--- config.mk ---
export PLATFORM = sky130hd
export DESIGN_NAME = oe_cfg_slave
export DESIGN_NICKNAME = d
export VERILOG_FILES = /design/src/oe_cfg_pkg.sv /design/src/oe_cfg_if.sv /design/src/oe_cfg_pins.sv /design/src/oe_cfg_slave.sv
export SDC_FILE = /design/constraint.sdc
export NUM_CORES = 1
export LEC_CHECK = 0
export ABC_AREA = 1
export BUFFER_PORTS_ARGS = -buffer_cell sky130_fd_sc_hd__buf_2
export CAP_MARGIN = 0
export CORE_ASPECT_RATIO = 1.1
export CORE_MARGIN = 5
export CORE_UTILIZATION = 50
export DETAILED_ROUTE_END_ITERATION = 16
export GPL_TIMING_DRIVEN = 0
export PLACE_DENSITY = 0.68
export SLEW_MARGIN = 25
export SYNTH_ARGS = -nofsm -noshare
export SYNTH_HDL_FRONTEND = slang
export SYNTH_SLANG_ARGS = --single-unit
--- constraint.sdc ---
create_clock -name sys_clk -period 3.4 [get_ports sys_clk]
set_input_delay 0.34 -clock sys_clk [delete_from_list [all_inputs] [get_ports sys_clk]]
set_output_delay 0.34 -clock sys_clk [all_outputs]
set_load 0.1 [all_outputs]
--- src/oe_cfg_pkg.sv ---
// Package of constants for the serial output enable configuration slave.
package oe_cfg_pkg;
   // ==========================================================
   // Bus address and framing
   localparam logic [6:0] SLAVE_ADDR = 7'h69;
   localparam logic [6:0] GENERAL_CALL_ADDR = 7'h00;
   localparam int BYTE_BITS = 8;
   // Bytes that lead every block write: command code and byte count.
   localparam int HEADER_BYTES = 2;
   // ==========================================================
   // Register layout
   localparam int OE_LSB = 0;
   localparam int OE_MSB = 3;
   localparam int OE_COUNT = 4;
   localparam logic [7:0] OE_GROUP_A_RESET = 8'h0F;
   // ==========================================================
   // Timing
   localparam int CLK_MHZ = 100;
   localparam int HOLD_LIMIT_MS = 10;
   localparam int HOLD_LIMIT_CYCLES = HOLD_LIMIT_MS * 1000 * CLK_MHZ;
endpackage

--- src/oe_cfg_if.sv ---
// Interface carrying sampled bus events from the pin front end to the core.
`timescale 1ns/100ps
interface oe_cfg_if;
   logic start;
   logic stop;
   logic scl_rise;
   logic scl_fall;
   logic sda;
   modport front(output start, output stop, output scl_rise,
      output scl_fall, output sda);
   modport core(input start, input stop, input scl_rise,
      input scl_fall, input sda);
endinterface

--- src/oe_cfg_pins.sv ---
// Pin synchroniser and bus condition detector for the serial link.
`timescale 1ns/100ps
module oe_cfg_pins (
   input wire logic sys_clk,
   input wire logic resetn,
   input wire logic scl_in,
   input wire logic sda_in,
   oe_cfg_if.front ev
);
   // ==========================================================
   // Two-stage synchronisers, then a third stage for edge history.
   logic [1:0] scl_sync_q;
   logic [1:0] sda_sync_q;
   logic scl_prev_q;
   logic sda_prev_q;

   always_ff @(posedge sys_clk or negedge resetn) begin
      if (!resetn) begin
         scl_sync_q <= 2'h3;
         sda_sync_q <= 2'h3;
         scl_prev_q <= 1'b1;
         sda_prev_q <= 1'b1;
      end else begin
         scl_sync_q <= {scl_sync_q[0], scl_in};
         sda_sync_q <= {sda_sync_q[0], sda_in};
         scl_prev_q <= scl_sync_q[1];
         sda_prev_q <= sda_sync_q[1];
      end
   end

   assign ev.sda = sda_sync_q[1];
   assign ev.scl_rise = scl_sync_q[1] & ~scl_prev_q;
   assign ev.scl_fall = ~scl_sync_q[1] & scl_prev_q;
   assign ev.start = scl_sync_q[1] & scl_prev_q & sda_prev_q & ~sda_sync_q[1];
   assign ev.stop = scl_sync_q[1] & scl_prev_q & ~sda_prev_q & sda_sync_q[1];
endmodule

--- src/oe_cfg_slave.sv ---
// Serial write-only configuration slave driving clock output enables.
//
// Notes on behaviour
// - Answer only address 1101001, with read or write.
// - Only writes exist; direction bit not decoded.
// - Slave receiver only, never transmits data.
// - Standard 100 kbit/s rate supported, fast optional.
// - Data bytes ascending from zero; stop anywhere.
// - Acknowledge every received byte.
// - Transfer valid once count byte acknowledged.
// - Command and count bytes are discarded.
// - Bytes beyond implemented ones are discarded.
// - Never hold data low beyond 10 ms.
// - General call address is ignored.
// - No glitch filter on bus inputs.
// - Power-down releases pins, keeps configuration.
// - Bytes in order, bit 7 first.
// - Reserved bits ignored, host writes zero.
// - Register holds last written value.
// - Byte 0 bits 3..0 enable outputs 3..0.
// - Disabled output forced low, stops switching.
`timescale 1ns/100ps
module oe_cfg_slave #(
   parameter int HOLD_LIMIT = oe_cfg_pkg::HOLD_LIMIT_CYCLES
) (
   input wire logic sys_clk,
   input wire logic resetn,
   input wire logic serial_clock_pin_in,
   output logic serial_clock_pin_out,
   output logic serial_clock_pin_oe,
   input wire logic serial_data_pin_in,
   output logic serial_data_pin_out,
   output logic serial_data_pin_oe,
   input wire logic power_down_mode,
   input wire logic [oe_cfg_pkg::OE_COUNT-1:0] clk_in,
   output logic [oe_cfg_pkg::OE_COUNT-1:0] clk_out,
   output logic [7:0] output_enable_group_a,
   output logic transfer_valid
);
   // ==========================================================
   // Front end
   oe_cfg_if ev();
   logic pd_meta_q;
   logic pd_q;
   logic [oe_cfg_pkg::OE_COUNT-1:0] clk_meta_q;
   logic [oe_cfg_pkg::OE_COUNT-1:0] clk_sync_q;

   // Raw pins go straight to the synchroniser with no filter.
   oe_cfg_pins u_pins (
      .sys_clk(sys_clk),
      .resetn(resetn),
      .scl_in(serial_clock_pin_in),
      .sda_in(serial_data_pin_in),
      .ev(ev)
   );

   always_ff @(posedge sys_clk or negedge resetn) begin
      if (!resetn) begin
         pd_meta_q <= 1'b0;
         pd_q <= 1'b0;
      end else begin
         pd_meta_q <= power_down_mode;
         pd_q <= pd_meta_q;
      end
   end

   // ==========================================================
   // Protocol state machine
   typedef enum logic [2:0] {
      ST_IDLE = 3'b000,
      ST_ADDR = 3'b001,
      ST_ADDR_ACK = 3'b010,
      ST_DATA = 3'b011,
      ST_DATA_ACK = 3'b100,
      ST_IGNORE = 3'b101
   } state_t;

   state_t state_q, state_d;
   logic [2:0] bit_cnt_q, bit_cnt_d;
   logic [7:0] shift_q, shift_d;
   logic [5:0] byte_idx_q, byte_idx_d;
   logic ack_drive_q, ack_drive_d;
   logic [7:0] reg_a_q, reg_a_d;
   logic valid_q, valid_d;
   logic [31:0] hold_cnt_q;
   logic hold_expired;

   wire logic [7:0] byte_now = {shift_q[6:0], ev.sda};
   wire logic last_bit = (bit_cnt_q == 3'h7);
   // The direction bit is not decoded; only the address bits matter.
   wire logic addr_hit =
      (byte_now[7:1] == oe_cfg_pkg::SLAVE_ADDR);
   wire logic data_byte_slot =
      (byte_idx_q == 6'(oe_cfg_pkg::HEADER_BYTES));

   // Bit stream shifts in MSB first on each rising clock edge.
   always_comb begin
      state_d = state_q;
      bit_cnt_d = bit_cnt_q;
      shift_d = shift_q;
      byte_idx_d = byte_idx_q;
      ack_drive_d = ack_drive_q;
      reg_a_d = reg_a_q;
      valid_d = valid_q;
      if (pd_q || hold_expired) begin
         state_d = ST_IDLE;
         ack_drive_d = 1'b0;
      end else if (ev.start) begin
         state_d = ST_ADDR;
         bit_cnt_d = 3'h0;
         byte_idx_d = 6'h00;
         ack_drive_d = 1'b0;
         valid_d = 1'b0;
      end else if (ev.stop) begin
         state_d = ST_IDLE;
         ack_drive_d = 1'b0;
      end else begin
         unique case (state_q)
            ST_IDLE, ST_IGNORE: begin
               ack_drive_d = 1'b0;
            end
            ST_ADDR, ST_DATA: begin
               if (ev.scl_rise) begin
                  shift_d = byte_now;
                  bit_cnt_d = bit_cnt_q + 3'h1;
               end
               if (ev.scl_rise && last_bit) begin
                  if (state_q == ST_ADDR) begin
                     state_d = addr_hit ? ST_ADDR_ACK : ST_IGNORE;
                  end else begin
                     state_d = ST_DATA_ACK;
                     if (data_byte_slot) begin
                        reg_a_d = byte_now;
                     end
                  end
               end
            end
            ST_ADDR_ACK, ST_DATA_ACK: begin
               // Drive low from the fall after bit 0 to the next fall.
               if (ev.scl_fall) begin
                  if (!ack_drive_q) begin
                     ack_drive_d = 1'b1;
                  end else begin
                     ack_drive_d = 1'b0;
                     state_d = ST_DATA;
                     bit_cnt_d = 3'h0;
                     if (state_q == ST_DATA_ACK) begin
                        if (byte_idx_q < 6'h3F) begin
                           byte_idx_d = byte_idx_q + 6'h01;
                        end
                        if (byte_idx_q == 6'h01) begin
                           valid_d = 1'b1;
                        end
                     end
                  end
               end
            end
            default: begin
               state_d = ST_IDLE;
               ack_drive_d = 1'b0;
            end
         endcase
      end
   end

   always_ff @(posedge sys_clk or negedge resetn) begin
      if (!resetn) begin
         state_q <= ST_IDLE;
         bit_cnt_q <= 3'h0;
         shift_q <= 8'h00;
         byte_idx_q <= 6'h00;
         ack_drive_q <= 1'b0;
         reg_a_q <= oe_cfg_pkg::OE_GROUP_A_RESET;
         valid_q <= 1'b0;
      end else begin
         state_q <= state_d;
         bit_cnt_q <= bit_cnt_d;
         shift_q <= shift_d;
         byte_idx_q <= byte_idx_d;
         ack_drive_q <= ack_drive_d;
         reg_a_q <= reg_a_d;
         valid_q <= valid_d;
      end
   end

   // ==========================================================
   // Watchdog on the data line hold.
   always_ff @(posedge sys_clk or negedge resetn) begin
      if (!resetn) begin
         hold_cnt_q <= 32'h0;
      end else if (ack_drive_q) begin
         hold_cnt_q <= hold_cnt_q + 32'h1;
      end else begin
         hold_cnt_q <= 32'h0;
      end
   end

   assign hold_expired = (hold_cnt_q >= 32'(HOLD_LIMIT - 1));

   // ==========================================================
   // Pins: the clock line is never driven, and no data is sent.
   assign serial_clock_pin_out = 1'b0;
   assign serial_clock_pin_oe = 1'b0;
   assign serial_data_pin_out = 1'b0;
   assign serial_data_pin_oe = ack_drive_q & ~pd_q;

   // ==========================================================
   // Output gating, held low while disabled.
   always_ff @(posedge sys_clk or negedge resetn) begin
      if (!resetn) begin
         clk_meta_q <= '0;
         clk_sync_q <= '0;
      end else begin
         clk_meta_q <= clk_in;
         clk_sync_q <= clk_meta_q;
      end
   end

   generate
      for (genvar i = 0; i < oe_cfg_pkg::OE_COUNT; i++) begin : g_gate
         always_ff @(posedge sys_clk or negedge resetn) begin
            if (!resetn) begin
               clk_out[i] <= 1'b0;
            end else begin
               clk_out[i] <= clk_sync_q[i] &
                  reg_a_q[oe_cfg_pkg::OE_LSB + i];
            end
         end
      end
   endgenerate

   // Upper bits are stored as written but steer nothing.
   assign output_enable_group_a = reg_a_q;
   assign transfer_valid = valid_q;
endmodule

==> tab_implementation.tex, run 1 <==
\begin{tabular}{lr}
\hline
Metric & Value \\
\hline
\multicolumn{2}{l}{\textbf{Clock network}} \\
\quad Root Buffer & sky130\_fd\_sc\_hd\_\_clkbuf\_8 \\
\quad Skew-Pair Late Insertion Delay & approximately 0.36 ns \\
\quad Clk buf depth & 2 \\
\quad TritonCTS buffer count & 9 \\
\quad Setup Fix Bufs, Post-CTS & 0 \\
\quad TritonCTS clock tree & built \\
\quad Clock slew at the register clock pins of the worst setup and hold paths & $\sim$0.080 ns \\
\quad CTS Sinks & 81 \\
\quad Level count of the clock H-tree & 3 \\
\multicolumn{2}{l}{\textbf{Die}} \\
\quad Standard-cell rows & 35 \\
\quad Die boundary width & about 100 um \\
\quad Count of pins on the block boundary & 26 \\
\quad Die outline area & about 0.010 sq mm \\
\quad Area of the core & 0.00832 sq mm \\
\quad Starting density of the core & between 50\% and 60\% \\
\quad Die span in y & 107 um \\
\multicolumn{2}{l}{\textbf{GRT}} \\
\quad Via count of the first global-routing pass & roughly 3400 \\
\quad Largest net degree at the start of global routing & 50 \\
\quad Global-route total usage across every layer & 18.8\% \\
\quad Antenna violations before repair & 0 \\
\quad Total congestion overflow after global routing & 0 \\
\quad Wire length of the first global-routing pass & between 15000 and 20000 um \\
\multicolumn{2}{l}{\textbf{Timing}} \\
\quad Number of hold violations in the final report & 0 \\
\quad Worst Clk Skew & between 0.009 and 0.01 ns \\
\quad Setup Viol. Count Final & 0 \\
\quad Final worst slack & 1.28 ns \\
\quad Slew Limit Fails & 0 \\
\quad Maximum clock frequency & 472 MHz \\
\quad Period utilisation layout & just over 60\% \\
\quad Post-Route Setup TNS & 0 ns \\
\quad Transition at the pin with the smallest max-transition slack & between 0.5 and 0.6 ns \\
\quad Max\_slew headroom & 62.6\% \\
\quad Clock period minus final worst setup slack & about 2.1 ns \\
\quad RSZ-0062 raised after global routing & false \\
\multicolumn{2}{l}{\textbf{Pwr}} \\
\quad Cell area power density & approximately 460 mW/mm\^{}2 \\
\quad Clk pwr share & between 30\% and 40\% \\
\quad Highest ir drop seen on vdd & roughly 0.33 mV \\
\quad Total net switching power & a little under 0.0007 W \\
\quad Switching share of power & a little under a third \\
\quad Flop pwr share & between 40\% and 50\% \\
\quad Part of the power in combinational logic & roughly 17\% \\
\quad Standby leakage power & 2.24 nW \\
\quad Power Internal & about 0.0015 W \\
\multicolumn{2}{l}{\textbf{Cells and area}} \\
\quad Footprint of the flip-flops and latches & just over 0.002 sq mm \\
\quad Fin nets & around 570 \\
\quad Final design utilization & a little under three fifths \\
\quad Number of filler cells placed in the layout & 760 \\
\quad Count of non-filler cells in the finished layout & $\sim$670 \\
\quad Synthesis-to-layout area growth & 11.7\% \\
\quad Area taken by multi-input logic gates & roughly 0.0019 sq mm \\
\quad Final standard cell area without fillers & around 0.0047 sq mm \\
\quad Fraction of layout instances using a drive strength above 1 & 15.8\% \\
\quad Number of diodes added for antenna fixing & 0 \\
\multicolumn{2}{l}{\textbf{Logic synthesis}} \\
\quad Post-synthesis area per instance & approximately 8.2 sq um \\
\quad Post-Syn Instances & between 500 and 600 \\
\quad Dominant cell by count in the synthesized netlist & sky130\_fd\_sc\_hd\_\_nand2\_1 \\
\quad Combined area of all synthesized cells & roughly 0.0042 sq mm \\
\quad Number of distinct library cell variants in the gate-level netlist after synthesis & 35 \\
\quad Cell taking the most area after synthesis & sky130\_fd\_sc\_hd\_\_dfrtp\_1 \\
\quad Top cells by area in the synthesized netlist & sky130\_fd\_sc\_hd\_\_dfrtp\_1, sky130\_fd\_sc\_hd\_\_nand2\_1, sky130\_fd\_sc\_hd\_\_nor2\_1 \\
\quad Top\_reg\_cell synth & sky130\_fd\_sc\_hd\_\_dfrtp\_1 \\
\quad Synth Warn \# & 0 \\
\quad Seq/Total Area, Yosys & between 40 and 50\% \\
\quad Number of enable flip-flop cells after synthesis & 0 \\
\quad Async set-or-reset flop fraction in the synthesized netlist & between 90\% and 100\% \\
\quad Register bit total from synthesis & 81 \\
\quad Yosys top cell area share & about two fifths \\
\quad Synth top cells by count & sky130\_fd\_sc\_hd\_\_nand2\_1, sky130\_fd\_sc\_hd\_\_nor2\_1, sky130\_fd\_sc\_hd\_\_dfrtp\_1 \\
\multicolumn{2}{l}{\textbf{Routing}} \\
\quad DR vias/cell & between 5 and 6 \\
\quad First DRT Iteration DRCs & 160 \\
\quad Count of vias placed by the detailed router & about 3500 \\
\quad First-pass detailed-route iteration total & 4 \\
\quad DRC viols & 0 \\
\quad Average routed wire per standard cell & $\sim$14 um \\
\quad Number of antenna-violating nets in the routed design & 0 \\
\quad Total wirelength of the detailed-routed design & just over 9000 um \\
\multicolumn{2}{l}{\textbf{Placement}} \\
\quad Buffers added on ports & 22 \\
\quad \# placed instances & 652 \\
\quad Minimum setup slack after placement & $\sim$1.5 ns \\
\quad Detailed placer's ending HPWL & 6910 um \\
\quad Placed instance area & approximately 0.0045 sq mm \\
\quad Placer's final routability congestion estimate & 0.944 \\
\multicolumn{2}{l}{\textbf{Setup path}} \\
\quad Beginning of the worst register-to-register path & hold\_cnt\_q[0] \\
\quad Crit-path slowest cell & sky130\_fd\_sc\_hd\_\_clkbuf\_1 \\
\quad Chain of cells forming the critical path & inv\_1 -> clkbuf\_1 -> nor2\_1 -> buf\_2 \\
\quad Maximum single-stage delay on the critical path & between 0.4 and 0.5 ns \\
\quad Worst R2R End & bit\_cnt\_q[0] \\
\quad Signal arrival time at the worst endpoint & about 1.8 ns \\
\quad Worst-path fanout max & 10 \\
\quad Crit path required time & between 3 and 4 ns \\
\quad Reg-to-reg slack, setup & roughly 1.5 ns \\
\quad Path type of the worst setup path & register to output pin \\
\quad Reg2Reg Depth & 12 \\
\quad Startpoint type of the worst setup path & register \\
\quad Element type at the critical path end & output pin \\
\multicolumn{2}{l}{\textbf{Worst hold path}} \\
\quad WHS Endpoint & u\_pins.sda\_sync\_q[0] \\
\quad Instance count along the most critical hold path & 1 \\
\quad Worst hold path class & primary input to register \\
\quad Beginning of the worst hold path & serial\_data\_pin\_in \\
\multicolumn{2}{l}{\textbf{Status}} \\
\quad Outcome & completed \\
\multicolumn{2}{l}{\textbf{Job}} \\
\quad Max-capacitance violation count & 0 \\
\hline
\end{tabular}
[worst max-delay path, delay by kind of cell (launching register included)]
| family | cells | cell delay [ns] |
|---|---|---|
| buf+inv | 3 | 0.92 |
| flops | 1 | 0.42 |
| simple gates | 1 | 0.07 |
[power groups by stage]
stage | logic [W] | clock network (W) | registers, W
global route | 0.000407 | 0.000785 | 0.00108
global placement | 0.000346 | 0 | 0.00109
CTS | 0.000364 | 0.000742 | 0.00107
floorplan | 0.000258 | 0 | 0.00109
detailed placement | 0.000361 | 0 | 0.00109
finish | 0.000363 | 0.000730 | 0.00107
[state kept, by name (all words and copies together), names as in the netlist]
signal,count
state_q,3
u_pins.sda_sync_q,2
u_pins.scl_prev_q,1
pd_meta_q,1
byte_idx_q,6
clk_meta_q,4
clk_sync_q,4
ack_drive_q,1
transfer_valid,1
shift_q,7
u_pins.sda_prev_q,1
output_enable_group_a,8
hold_cnt_q,32
u_pins.scl_sync_q,2
bit_cnt_q,3
pd_q,1
clk_out,4
[layout by cell type, fill, tap and decap left out, types with 2 or more instances in the layout]
cell	count
sky130_fd_sc_hd__conb_1	3
sky130_fd_sc_hd__dfrtp_1	71
sky130_fd_sc_hd__buf_4	6
sky130_fd_sc_hd__dfstp_2	10
sky130_fd_sc_hd__clkbuf_8	9
sky130_fd_sc_hd__nand4_4	2
sky130_fd_sc_hd__xor2_1	11
sky130_fd_sc_hd__a21oi_1	11
sky130_fd_sc_hd__a31oi_1	2
sky130_fd_sc_hd__inv_2	4
sky130_fd_sc_hd__inv_1	50
sky130_fd_sc_hd__nor2_1	74
sky130_fd_sc_hd__buf_2	21
sky130_fd_sc_hd__buf_6	2
sky130_fd_sc_hd__nor3_4	3
sky130_fd_sc_hd__nor3_2	5
sky130_fd_sc_hd__clkbuf_1	3
sky130_fd_sc_hd__nand2_4	4
sky130_fd_sc_hd__nand2_2	4
sky130_fd_sc_hd__nor3_1	20
sky130_fd_sc_hd__nor2_4	2
sky130_fd_sc_hd__o21ai_0	14
sky130_fd_sc_hd__or2_2	2
sky130_fd_sc_hd__xnor2_1	6
sky130_fd_sc_hd__clkinv_4	2
sky130_fd_sc_hd__nand4_1	36
sky130_fd_sc_hd__ha_1	6
sky130_fd_sc_hd__inv_6	2
sky130_fd_sc_hd__o21ai_1	2
sky130_fd_sc_hd__nand2_1	137
sky130_fd_sc_hd__nand3_1	21
[layout make-up]
| cell class | count | area share, % |
|---|---|---|
| flip-flops and latches | 81 | 43.1 |
| multi-input cells | 373 | 40.8 |
| inverters | 54 | 4.28 |
| repair buffers | 24 | 3.17 |
| well taps | 111 | 2.93 |
| clock buffers | 9 | 2.61 |
| clock inverters | 7 | 1.64 |
| plain buffers | 10 | 1.51 |
[per-stage QoR]
step | hold slack [ns] | power, W
3_3_place_gp | 0.332 | 0.00143
6_report | 0.0709 | 0.00216
2_1_floorplan | 0.0444 | 0.00135
5_1_grt | 0.0584 | 0.00227
4_1_cts | 0.0586 | 0.00218
3_5_place_dp | 0.313 | 0.00145
[cell families (layout without fill, tap and decap cells)]
kind of cell             after synthesis  after routing  share of synthesized area [%]
adder cells (fa/ha/maj)                6              6                           1.77
XOR/XNOR                              17             17                           3.51
other                                  1              3                         0.0885
flip-flops                            81             81                           48.1
AO/OA/AOI/OAI                         31             31                           3.90
AND/OR/NAND/NOR                      316            316                           36.2
buffers and inverters                 64            104                           6.46
[worst max-delay path by stage]
stage | from | to | slack (ns) | depth (start not counted)
6_report | ack_drive_q | serial_data_pin_oe | 1.28 | 4
5_1_grt | ack_drive_q | serial_data_pin_oe | 1.12 | 4
4_1_cts | ack_drive_q | serial_data_pin_oe | 1.26 | 4
3_5_place_dp | hold_cnt_q[0] | bit_cnt_q[0] | 1.49 | 12
3_3_place_gp | resetn | clk_meta_q[3] | 1.40 | 1
2_1_floorplan | ack_drive_q | serial_data_pin_oe | 1.13 | 3
[routing by layer]
layer  wire length, um  share of wire [%]  vias to the layer above  GRT usage (%)
met3               321                3.5                       25           2.93
met5                 0                  0                        -              0
met1              4010                 44                     1668           23.6
met4               317                3.5                        0           9.30
met2              4510                 49                       81           31.6
li1                  -                  -                     1745              -
[repair_timing]
action | 4_1_cts | 5_1_grt
hold endpoints to repair | 26 | 0
resized for setup | 0 | 0
hold buffers | 1 | 0
Note: power is estimated with default switching activity, not from simulation.
==> run 2: changes to the inputs <==
- clock period: 3.4 -> 1.95 ns (I/O delays scaled with it)
==> run 2 against run 1 <==
Effect of this change: sequential cell count is the same; core utilization grew 1.8 points; clock power is 93% higher.
==> tab_implementation.tex, run 2 (synthesized netlist as in run 1, its figures left out) <==
\begin{tabular}{lr}
\hline
Metric & Value \\
\hline
\multicolumn{2}{l}{\textbf{Status}} \\
\quad Outcome & completed \\
\multicolumn{2}{l}{\textbf{Routing}} \\
\quad Average routed wire per standard cell & 14.0 um (+2.2\%) \\
\quad First DRT Iteration DRCs & 123 (-23\%) \\
\quad Count of vias placed by the detailed router & 3548 (+0.82\%) \\
\quad DRC viols & 0 (unchanged) \\
\quad First-pass detailed-route iteration total & 5 (+1) \\
\quad Number of antenna-violating nets in the routed design & 0 (unchanged) \\
\quad DR vias/cell & 5.23 (-0.66\%) \\
\quad Total wirelength of the detailed-routed design & 9490 um (+3.7\%) \\
\multicolumn{2}{l}{\textbf{Placement}} \\
\quad Buffers added on ports & 22 (unchanged) \\
\quad Minimum setup slack after placement & 0.0687 ns (-1.42 ns) \\
\quad Placer's final routability congestion estimate & 0.949 (+0.55\%) \\
\quad Detailed placer's ending HPWL & 6930 um (+0.30\%) \\
\multicolumn{2}{l}{\textbf{Timing}} \\
\quad Hold Slack & 0.356 ns (+0.285 ns) \\
\quad Period utilisation layout & 93.2\% \\
\quad Transition at the pin with the smallest max-transition slack & 0.593 ns (+0.0326 ns) \\
\quad Setup Viol. Count Final & 0 (unchanged) \\
\quad Slew Limit Fails & 0 (unchanged) \\
\quad Worst Clk Skew & 0.0155 ns (+0.00591 ns) \\
\quad Clock period minus final worst setup slack & roughly 1.8 ns \\
\quad Final worst slack & 0.133 ns (-1.15 ns) \\
\quad Number of hold violations in the final report & 0 (unchanged) \\
\quad Post-Route Setup TNS & 0 ns (unchanged) \\
\quad Maximum clock frequency & about 550 MHz \\
\quad Max\_slew headroom & 60.4\% (-2.2 points) \\
\quad RSZ-0062 raised after global routing & false \\
\multicolumn{2}{l}{\textbf{Die}} \\
\quad Standard-cell rows & 35 (unchanged) \\
\quad Area of the core & 0.00832 sq mm (unchanged) \\
\quad Die boundary width & 97.8 um (unchanged) \\
\quad Die outline area & 0.0104 sq mm (unchanged) \\
\quad Starting density of the core & 50.9\% (unchanged) \\
\quad Die span in y & 107 um (unchanged) \\
\quad Count of pins on the block boundary & 26 (unchanged) \\
\multicolumn{2}{l}{\textbf{Setup path}} \\
\quad Crit path required time & 2.20 ns (-0.86 ns) \\
\quad Maximum single-stage delay on the critical path & 0.43 ns (about the same) \\
\quad Worst-path fanout max & 5 (-5) \\
\quad Critical path origin & hold\_cnt\_q[0] \\
\quad Crit-path slowest cell & sky130\_fd\_sc\_hd\_\_dfrtp\_2 \\
\quad Signal arrival time at the worst endpoint & 2.07 ns (+0.29 ns) \\
\quad Count of buffer and inverter cells on the critical path & 1 (-2) \\
\quad Path type of the worst setup path & register to register \\
\quad Chain of cells forming the critical path & ha\_1 -> nand2\_2 -> nor2\_4 -> nand2\_4 -> nand2\_1 -> nand2\_1 -> nand2\_2 -> a21oi\_4 -> buf\_6 -> nand2\_2 -> nand2\_1 -> nand2\_1 \\
\quad Startpoint type of the worst setup path & register \\
\quad Beginning of the worst register-to-register path & hold\_cnt\_q[0] \\
\quad Top cell by count, worst path & sky130\_fd\_sc\_hd\_\_nand2\_1 \\
\quad CP delay by family, top & simple AND/OR/NAND/NOR gates \\
\quad Element type at the critical path end & register \\
\multicolumn{2}{l}{\textbf{Clock network}} \\
\quad CTS Sinks & 81 (unchanged) \\
\quad Root Buffer & sky130\_fd\_sc\_hd\_\_clkbuf\_8 \\
\quad Clk buf depth & 2 (unchanged) \\
\quad TritonCTS clock tree & built \\
\quad Level count of the clock H-tree & 3 (unchanged) \\
\quad Skew-Pair Late Insertion Delay & 0.36 ns (about the same) \\
\quad Clock slew at the register clock pins of the worst setup and hold paths & 0.08 ns (about the same) \\
\quad TritonCTS buffer count & 9 (unchanged) \\
\multicolumn{2}{l}{\textbf{Cells and area}} \\
\quad Most common cell after layout, fill and taps aside & sky130\_fd\_sc\_hd\_\_nand2\_1 \\
\quad Leading cell types in the layout, fill and taps excluded & sky130\_fd\_sc\_hd\_\_nand2\_1, sky130\_fd\_sc\_hd\_\_nor2\_1, sky130\_fd\_sc\_hd\_\_dfrtp\_1 \\
\quad Number of diodes added for antenna fixing & 0 (unchanged) \\
\quad Final design utilization & 58.8\% (+1.8 points) \\
\quad Register ranked first by flip-flop count & hold\_cnt\_q \\
\quad Fin nets & 578 (+1.8\%) \\
\quad Number of flip-flops in the largest register & 32 (unchanged) \\
\quad Fraction of layout instances using a drive strength above 1 & 16.5\% (+0.78 points) \\
\quad Synthesis-to-layout area growth & 15.3\% \\
\multicolumn{2}{l}{\textbf{Pwr}} \\
\quad Standby leakage power & 2.31 nW (+3.2\%) \\
\quad Highest ir drop seen on vdd & 0.408 mV (+23\%) \\
\quad Cell area power density & 804 mW/mm\^{}2 (+76\%) \\
\multicolumn{2}{l}{\textbf{Worst hold path}} \\
\quad Beginning of the worst hold path & clk\_meta\_q[2] \\
\quad Worst hold path class & register to register \\
\multicolumn{2}{l}{\textbf{GRT}} \\
\quad Largest net degree at the start of global routing & 47 (-6.0\%) \\
\quad Antenna violations before repair & 0 (unchanged) \\
\quad Wire length of the first global-routing pass & 16200 um (+1.5\%) \\
\quad Via count of the first global-routing pass & 3427 (+1.2\%) \\
\quad Total congestion overflow after global routing & 0 (unchanged) \\
\quad Global-route total usage across every layer & 19.3\% (+0.52 points) \\
\multicolumn{2}{l}{\textbf{Job}} \\
\quad Max-capacitance violation count & 0 (unchanged) \\
\hline
\end{tabular}
-- run 2: through the flow --
| step | area [sq um] | power [W] | instances |
|---|---|---|---|
| global route | 4890 | 0.00415 | 679 |
| CTS | 4830 | 0.00394 | 676 |
| finish | 4890 | 0.00393 | 679 |
| global placement | 4500 | 0.00250 | 651 |
| detailed placement | 4520 | 0.00253 | 652 |
| floorplan | 4250 | 0.00235 | 518 |
-- run 2: worst register-to-register path, stage by stage, from the launching register on --
cell and delay [ns]:
sky130_fd_sc_hd__dfrtp_2 0.43, sky130_fd_sc_hd__ha_1 0.24, sky130_fd_sc_hd__nand2_2 0.10, sky130_fd_sc_hd__nor2_4 0.06
sky130_fd_sc_hd__nand2_4 0.09, sky130_fd_sc_hd__nand2_1 0.07, sky130_fd_sc_hd__nand2_1 0.07, sky130_fd_sc_hd__nand2_2 0.10
sky130_fd_sc_hd__a21oi_4 0.23, sky130_fd_sc_hd__buf_6 0.15, sky130_fd_sc_hd__nand2_2 0.06, sky130_fd_sc_hd__nand2_1 0.06
sky130_fd_sc_hd__nand2_1 0.06
-- run 2: routing by layer --
layer	global-route usage [%]	wire (um)	up-vias
li1	-	-	1765
met1	23.5	3970	1664
met2	33.1	4810	97
met3	4.55	419	22
met4	7.72	296	0
met5	0	0	-
-- run 2: path summary, 6_finish.rpt --
| check | to | slack (ns) | cells after the start |
|---|---|---|---|
| max | bit_cnt_q[2] | 0.13 | 12 |
| min | clk_sync_q[2] | 0.36 | 0 |
| max reg2reg | bit_cnt_q[2] | 0.13 | 12 |
| min reg2reg | clk_sync_q[2] | 0.36 | 0 |
| max in group asynchronous | output_enable_group_a[3] | 0.90 | 3 |
| min in group asynchronous | hold_cnt_q[26] | 0.39 | 2 |
-- run 2: timing repair --
action,4_1_cts,5_1_grt
cloned,0,1
hold buffers,8,0
pin swaps,0,2
endpoints found under the hold margin,46,0
setup buffers,0,2
setup endpoints to repair,1,30
resized for setup,1,10
-- run 2: cell type report --
type	count	area, sq um
plain buffers	10	80.1
clock buffers	11	141
clock inverters	5	86.3
fillers	782	3430
inverters	54	203
multi-input cells	373	1960
flip-flops and latches	81	2040
well taps	111	139
repair buffers	34	235
-- run 2: power breakdown --
group	internal (W)	switching [W]
Sequential	0.00178	0.0000903
Clock	0.000768	0.000637
Combinational	0.000205	0.000450
==> run 3: changes to the inputs <==
- MAX_ROUTING_LAYER: not set -> met4
- PLACE_DENSITY: 0.68 -> 0.7
- clock period: 1.95 -> 1.6 ns (I/O delays scaled with it)
==> run 3 against run 2 <==
Effect of this change: the flow now finishes with violations (setup timing); wire length is 6.1% higher; worst setup slack lost 0.20 ns; count of clock-buffer cells in the layout decreased by 2; fmax grew 9.1%; sequential cell count stayed put; global-route usage is 1.3 points higher; via count up 2.8%; register-to-register slack lost 0.20 ns; non-clock buffer count increased by 12; first-iteration DRC count grew 67%; critical path type unchanged; highest routed layer unchanged.
==> tab_implementation.tex, run 3 (synthesized netlist as in run 1, its figures left out) <==
\begin{tabular}{lr}
\hline
Metric & Value \\
\hline
\multicolumn{2}{l}{\textbf{Status}} \\
\quad Outcome & complete, but fails checks \\
\quad Violated checks & setup timing \\
\multicolumn{2}{l}{\textbf{Setup path}} \\
\quad Crit-path slowest cell & sky130\_fd\_sc\_hd\_\_dfrtp\_1 \\
\quad Worst-path fanout max & 5 (unchanged) \\
\quad Path type of the worst setup path & register to register \\
\quad Critical path origin & hold\_cnt\_q[11] \\
\quad Startpoint type of the worst setup path & register \\
\quad Element type at the critical path end & register \\
\quad Maximum single-stage delay on the critical path & 0.43 ns (about the same) \\
\quad Chain of cells forming the critical path & nor2\_2 -> nand2\_1 -> inv\_1 -> nor2\_1 -> nor2\_1 -> nand2\_4 -> a21oi\_4 -> buf\_6 -> nand2\_4 -> nand2\_2 -> nand2\_1 \\
\quad Last element of the critical path & bit\_cnt\_q[0] \\
\quad Signal arrival time at the worst endpoint & 1.91 ns (-0.16 ns) \\
\quad Crit path required time & 1.84 ns (-0.36 ns) \\
\quad Reg-to-reg slack, setup & -0.07 ns (-0.20 ns) \\
\quad Worst R2R End & bit\_cnt\_q[0] \\
\quad Reg2Reg Depth & 11 (-1) \\
\quad Beginning of the worst register-to-register path & hold\_cnt\_q[11] \\
\multicolumn{2}{l}{\textbf{Clock network}} \\
\quad Clock slew at the register clock pins of the worst setup and hold paths & 0.09 ns (about the same) \\
\quad Level count of the clock H-tree & 3 (unchanged) \\
\quad TritonCTS clock tree & built \\
\quad Skew-Pair Late Insertion Delay & 0.36 ns (about the same) \\
\quad Root Buffer & sky130\_fd\_sc\_hd\_\_clkbuf\_8 \\
\quad Clk buf depth & 2 (unchanged) \\
\quad CTS Sinks & 81 (unchanged) \\
\quad TritonCTS buffer count & 9 (unchanged) \\
\multicolumn{2}{l}{\textbf{GRT}} \\
\quad Antenna violations before repair & 0 (unchanged) \\
\quad Total congestion overflow after global routing & 0 (unchanged) \\
\quad Global-route total usage across every layer & 20.6\% (+1.3 points) \\
\quad Wire length of the first global-routing pass & 16900 um (+4.6\%) \\
\quad Largest net degree at the start of global routing & 57 (+21\%) \\
\quad Via count of the first global-routing pass & 3665 (+6.9\%) \\
\multicolumn{2}{l}{\textbf{Die}} \\
\quad Area of the core & 0.00832 sq mm (unchanged) \\
\quad Die boundary width & 97.8 um (unchanged) \\
\quad Die outline area & 0.0104 sq mm (unchanged) \\
\quad Count of pins on the block boundary & 26 (unchanged) \\
\quad Starting density of the core & 50.9\% (unchanged) \\
\quad Standard-cell rows & 35 (unchanged) \\
\quad Die span in y & 107 um (unchanged) \\
\multicolumn{2}{l}{\textbf{Pwr}} \\
\quad Standby leakage power & 2.40 nW (+4.1\%) \\
\quad Cell area power density & 915 mW/mm\^{}2 (+14\%) \\
\quad Total chip power & 0.00468 W (+19\%) \\
\quad Highest ir drop seen on vdd & 0.683 mV (+67\%) \\
\multicolumn{2}{l}{\textbf{Timing}} \\
\quad Clock period minus final worst setup slack & 1.67 ns (-0.151 ns) \\
\quad Worst Clk Skew & 0.0149 ns (-0.000541 ns) \\
\quad Period utilisation layout & 104\% (+11 points) \\
\quad Max\_slew headroom & 61.9\% (+1.5 points) \\
\quad RSZ-0062 raised after global routing & true \\
\quad Transition at the pin with the smallest max-transition slack & 0.571 ns (-0.0220 ns) \\
\quad Setup Viol. Count Final & 30 (+30) \\
\quad Number of hold violations in the final report & 0 (unchanged) \\
\quad Maximum clock frequency & 600 MHz (+9.1\%) \\
\quad Slew Limit Fails & 0 (unchanged) \\
\quad Final worst slack & -0.0661 ns (-0.199 ns) \\
\multicolumn{2}{l}{\textbf{Cells and area}} \\
\quad Number of flip-flops in the largest register & 32 (unchanged) \\
\quad Most common cell after layout, fill and taps aside & sky130\_fd\_sc\_hd\_\_nand2\_1 \\
\quad Count of non-filler cells in the finished layout & 691 (+1.8\%) \\
\quad Synthesis-to-layout area growth & 20.7\% \\
\quad Register ranked first by flip-flop count & hold\_cnt\_q \\
\quad Fraction of layout instances using a drive strength above 1 & 24.7\% (+8.1 points) \\
\quad Final standard cell area without fillers & 0.00511 sq mm (+4.6\%) \\
\quad Number of diodes added for antenna fixing & 0 (unchanged) \\
\quad Leading cell types in the layout, fill and taps excluded & sky130\_fd\_sc\_hd\_\_nand2\_1, sky130\_fd\_sc\_hd\_\_nor2\_1, sky130\_fd\_sc\_hd\_\_dfrtp\_1 \\
\quad Fin nets & 590 (+2.1\%) \\
\multicolumn{2}{l}{\textbf{Routing}} \\
\quad First DRT Iteration DRCs & 206 (+67\%) \\
\quad Average routed wire per standard cell & 14.6 um (+4.3\%) \\
\quad DR vias/cell & 5.28 (+1.0\%) \\
\quad Total wirelength of the detailed-routed design & 10100 um (+6.1\%) \\
\quad Number of antenna-violating nets in the routed design & 0 (unchanged) \\
\quad First-pass detailed-route iteration total & 5 (unchanged) \\
\quad DRC viols & 0 (unchanged) \\
\quad Count of vias placed by the detailed router & 3647 (+2.8\%) \\
\multicolumn{2}{l}{\textbf{Placement}} \\
\quad Placed instance area & 0.00454 sq mm (+0.33\%) \\
\quad \# placed instances & 652 (unchanged) \\
\quad Detailed placer's ending HPWL & 6970 um (+0.61\%) \\
\quad Buffers added on ports & 22 (unchanged) \\
\quad Placer's final routability congestion estimate & 0.936 (-1.3\%) \\
\multicolumn{2}{l}{\textbf{Worst hold path}} \\
\quad Worst hold path class & primary input to async pin \\
\multicolumn{2}{l}{\textbf{Job}} \\
\quad Max-capacitance violation count & 0 (unchanged) \\
\hline
\end{tabular}
run 3: where the power goes:
part,switching [W],internal [W]
clock network,0.000823,0.000734
logic,0.000570,0.000273
registers,0.000112,0.00217
total,0.00151,0.00317
run 3: stage by stage:
step / util [%] / hold slack, ns / setup TNS [ns] / setup slack, ns
after global routing: 61.5 / 0.294 / -4.85 / -0.189
after floorplan: - / -0.136 / 0 / 0.000882
after global placement: 54.2 / 0.268 / -21.11 / -0.274
after detailed placement: 54.5 / 0.103 / -7.64 / -0.294
final: 61.5 / 0.250 / -1.13 / -0.0661
after CTS: 59.5 / 0.250 / -1.77 / -0.0904
run 3: worst min-delay path by stage:
stage                     cells after the start  slack, ns             to      start
after floorplan                               0      -0.14    ack_drive_q     resetn
after global placement                        1       0.27  clk_meta_q[0]  clk_in[0]
after detailed placement                      1       0.10  hold_cnt_q[4]     resetn
after CTS                                     2       0.25  hold_cnt_q[4]     resetn
after global routing                          2       0.29  hold_cnt_q[3]     resetn
final                                         2       0.25  hold_cnt_q[3]     resetn
run 3: per-layer routing:
metal	global-route usage, %	vias up	share of wire [%]
met5	-	-	0
met4	9.79	0	2.8
met1	23.4	1746	40
li1	-	1790	-
met3	2.99	21	3.0
met2	36.1	90	54
run 3: repair_timing:
item | in CTS | in global routing
endpoints found under the setup margin | 34 | 47
setup buffers | 9 | 5
pin swaps | 9 | 11
hold buffers | 8 | 0
endpoints found under the hold margin | 32 | 0
gates resized for setup | 18 | 36
gates cloned | 1 | 0
run 3: area by class of cell:
cell class | count | area (sq um)
Clock inverter | 7 | 78.8
Timing Repair Buffer | 46 | 340
Buffer | 10 | 88.8
Inverter | 54 | 203
Clock buffer | 9 | 124
Fill cell | 749 | 3210
Multi-Input combinational cell | 373 | 2090
Sequential cell | 81 | 2050
Tap cell | 111 | 139
run 3: worst max-delay path, delay by kind of cell, from the launching register on:
kind	cells	cell delay [ns]
and+or+nand+nor	8	0.68
DFF	1	0.43
AOI/OAI and AO/OA	1	0.23
buffers and inverters	2	0.22
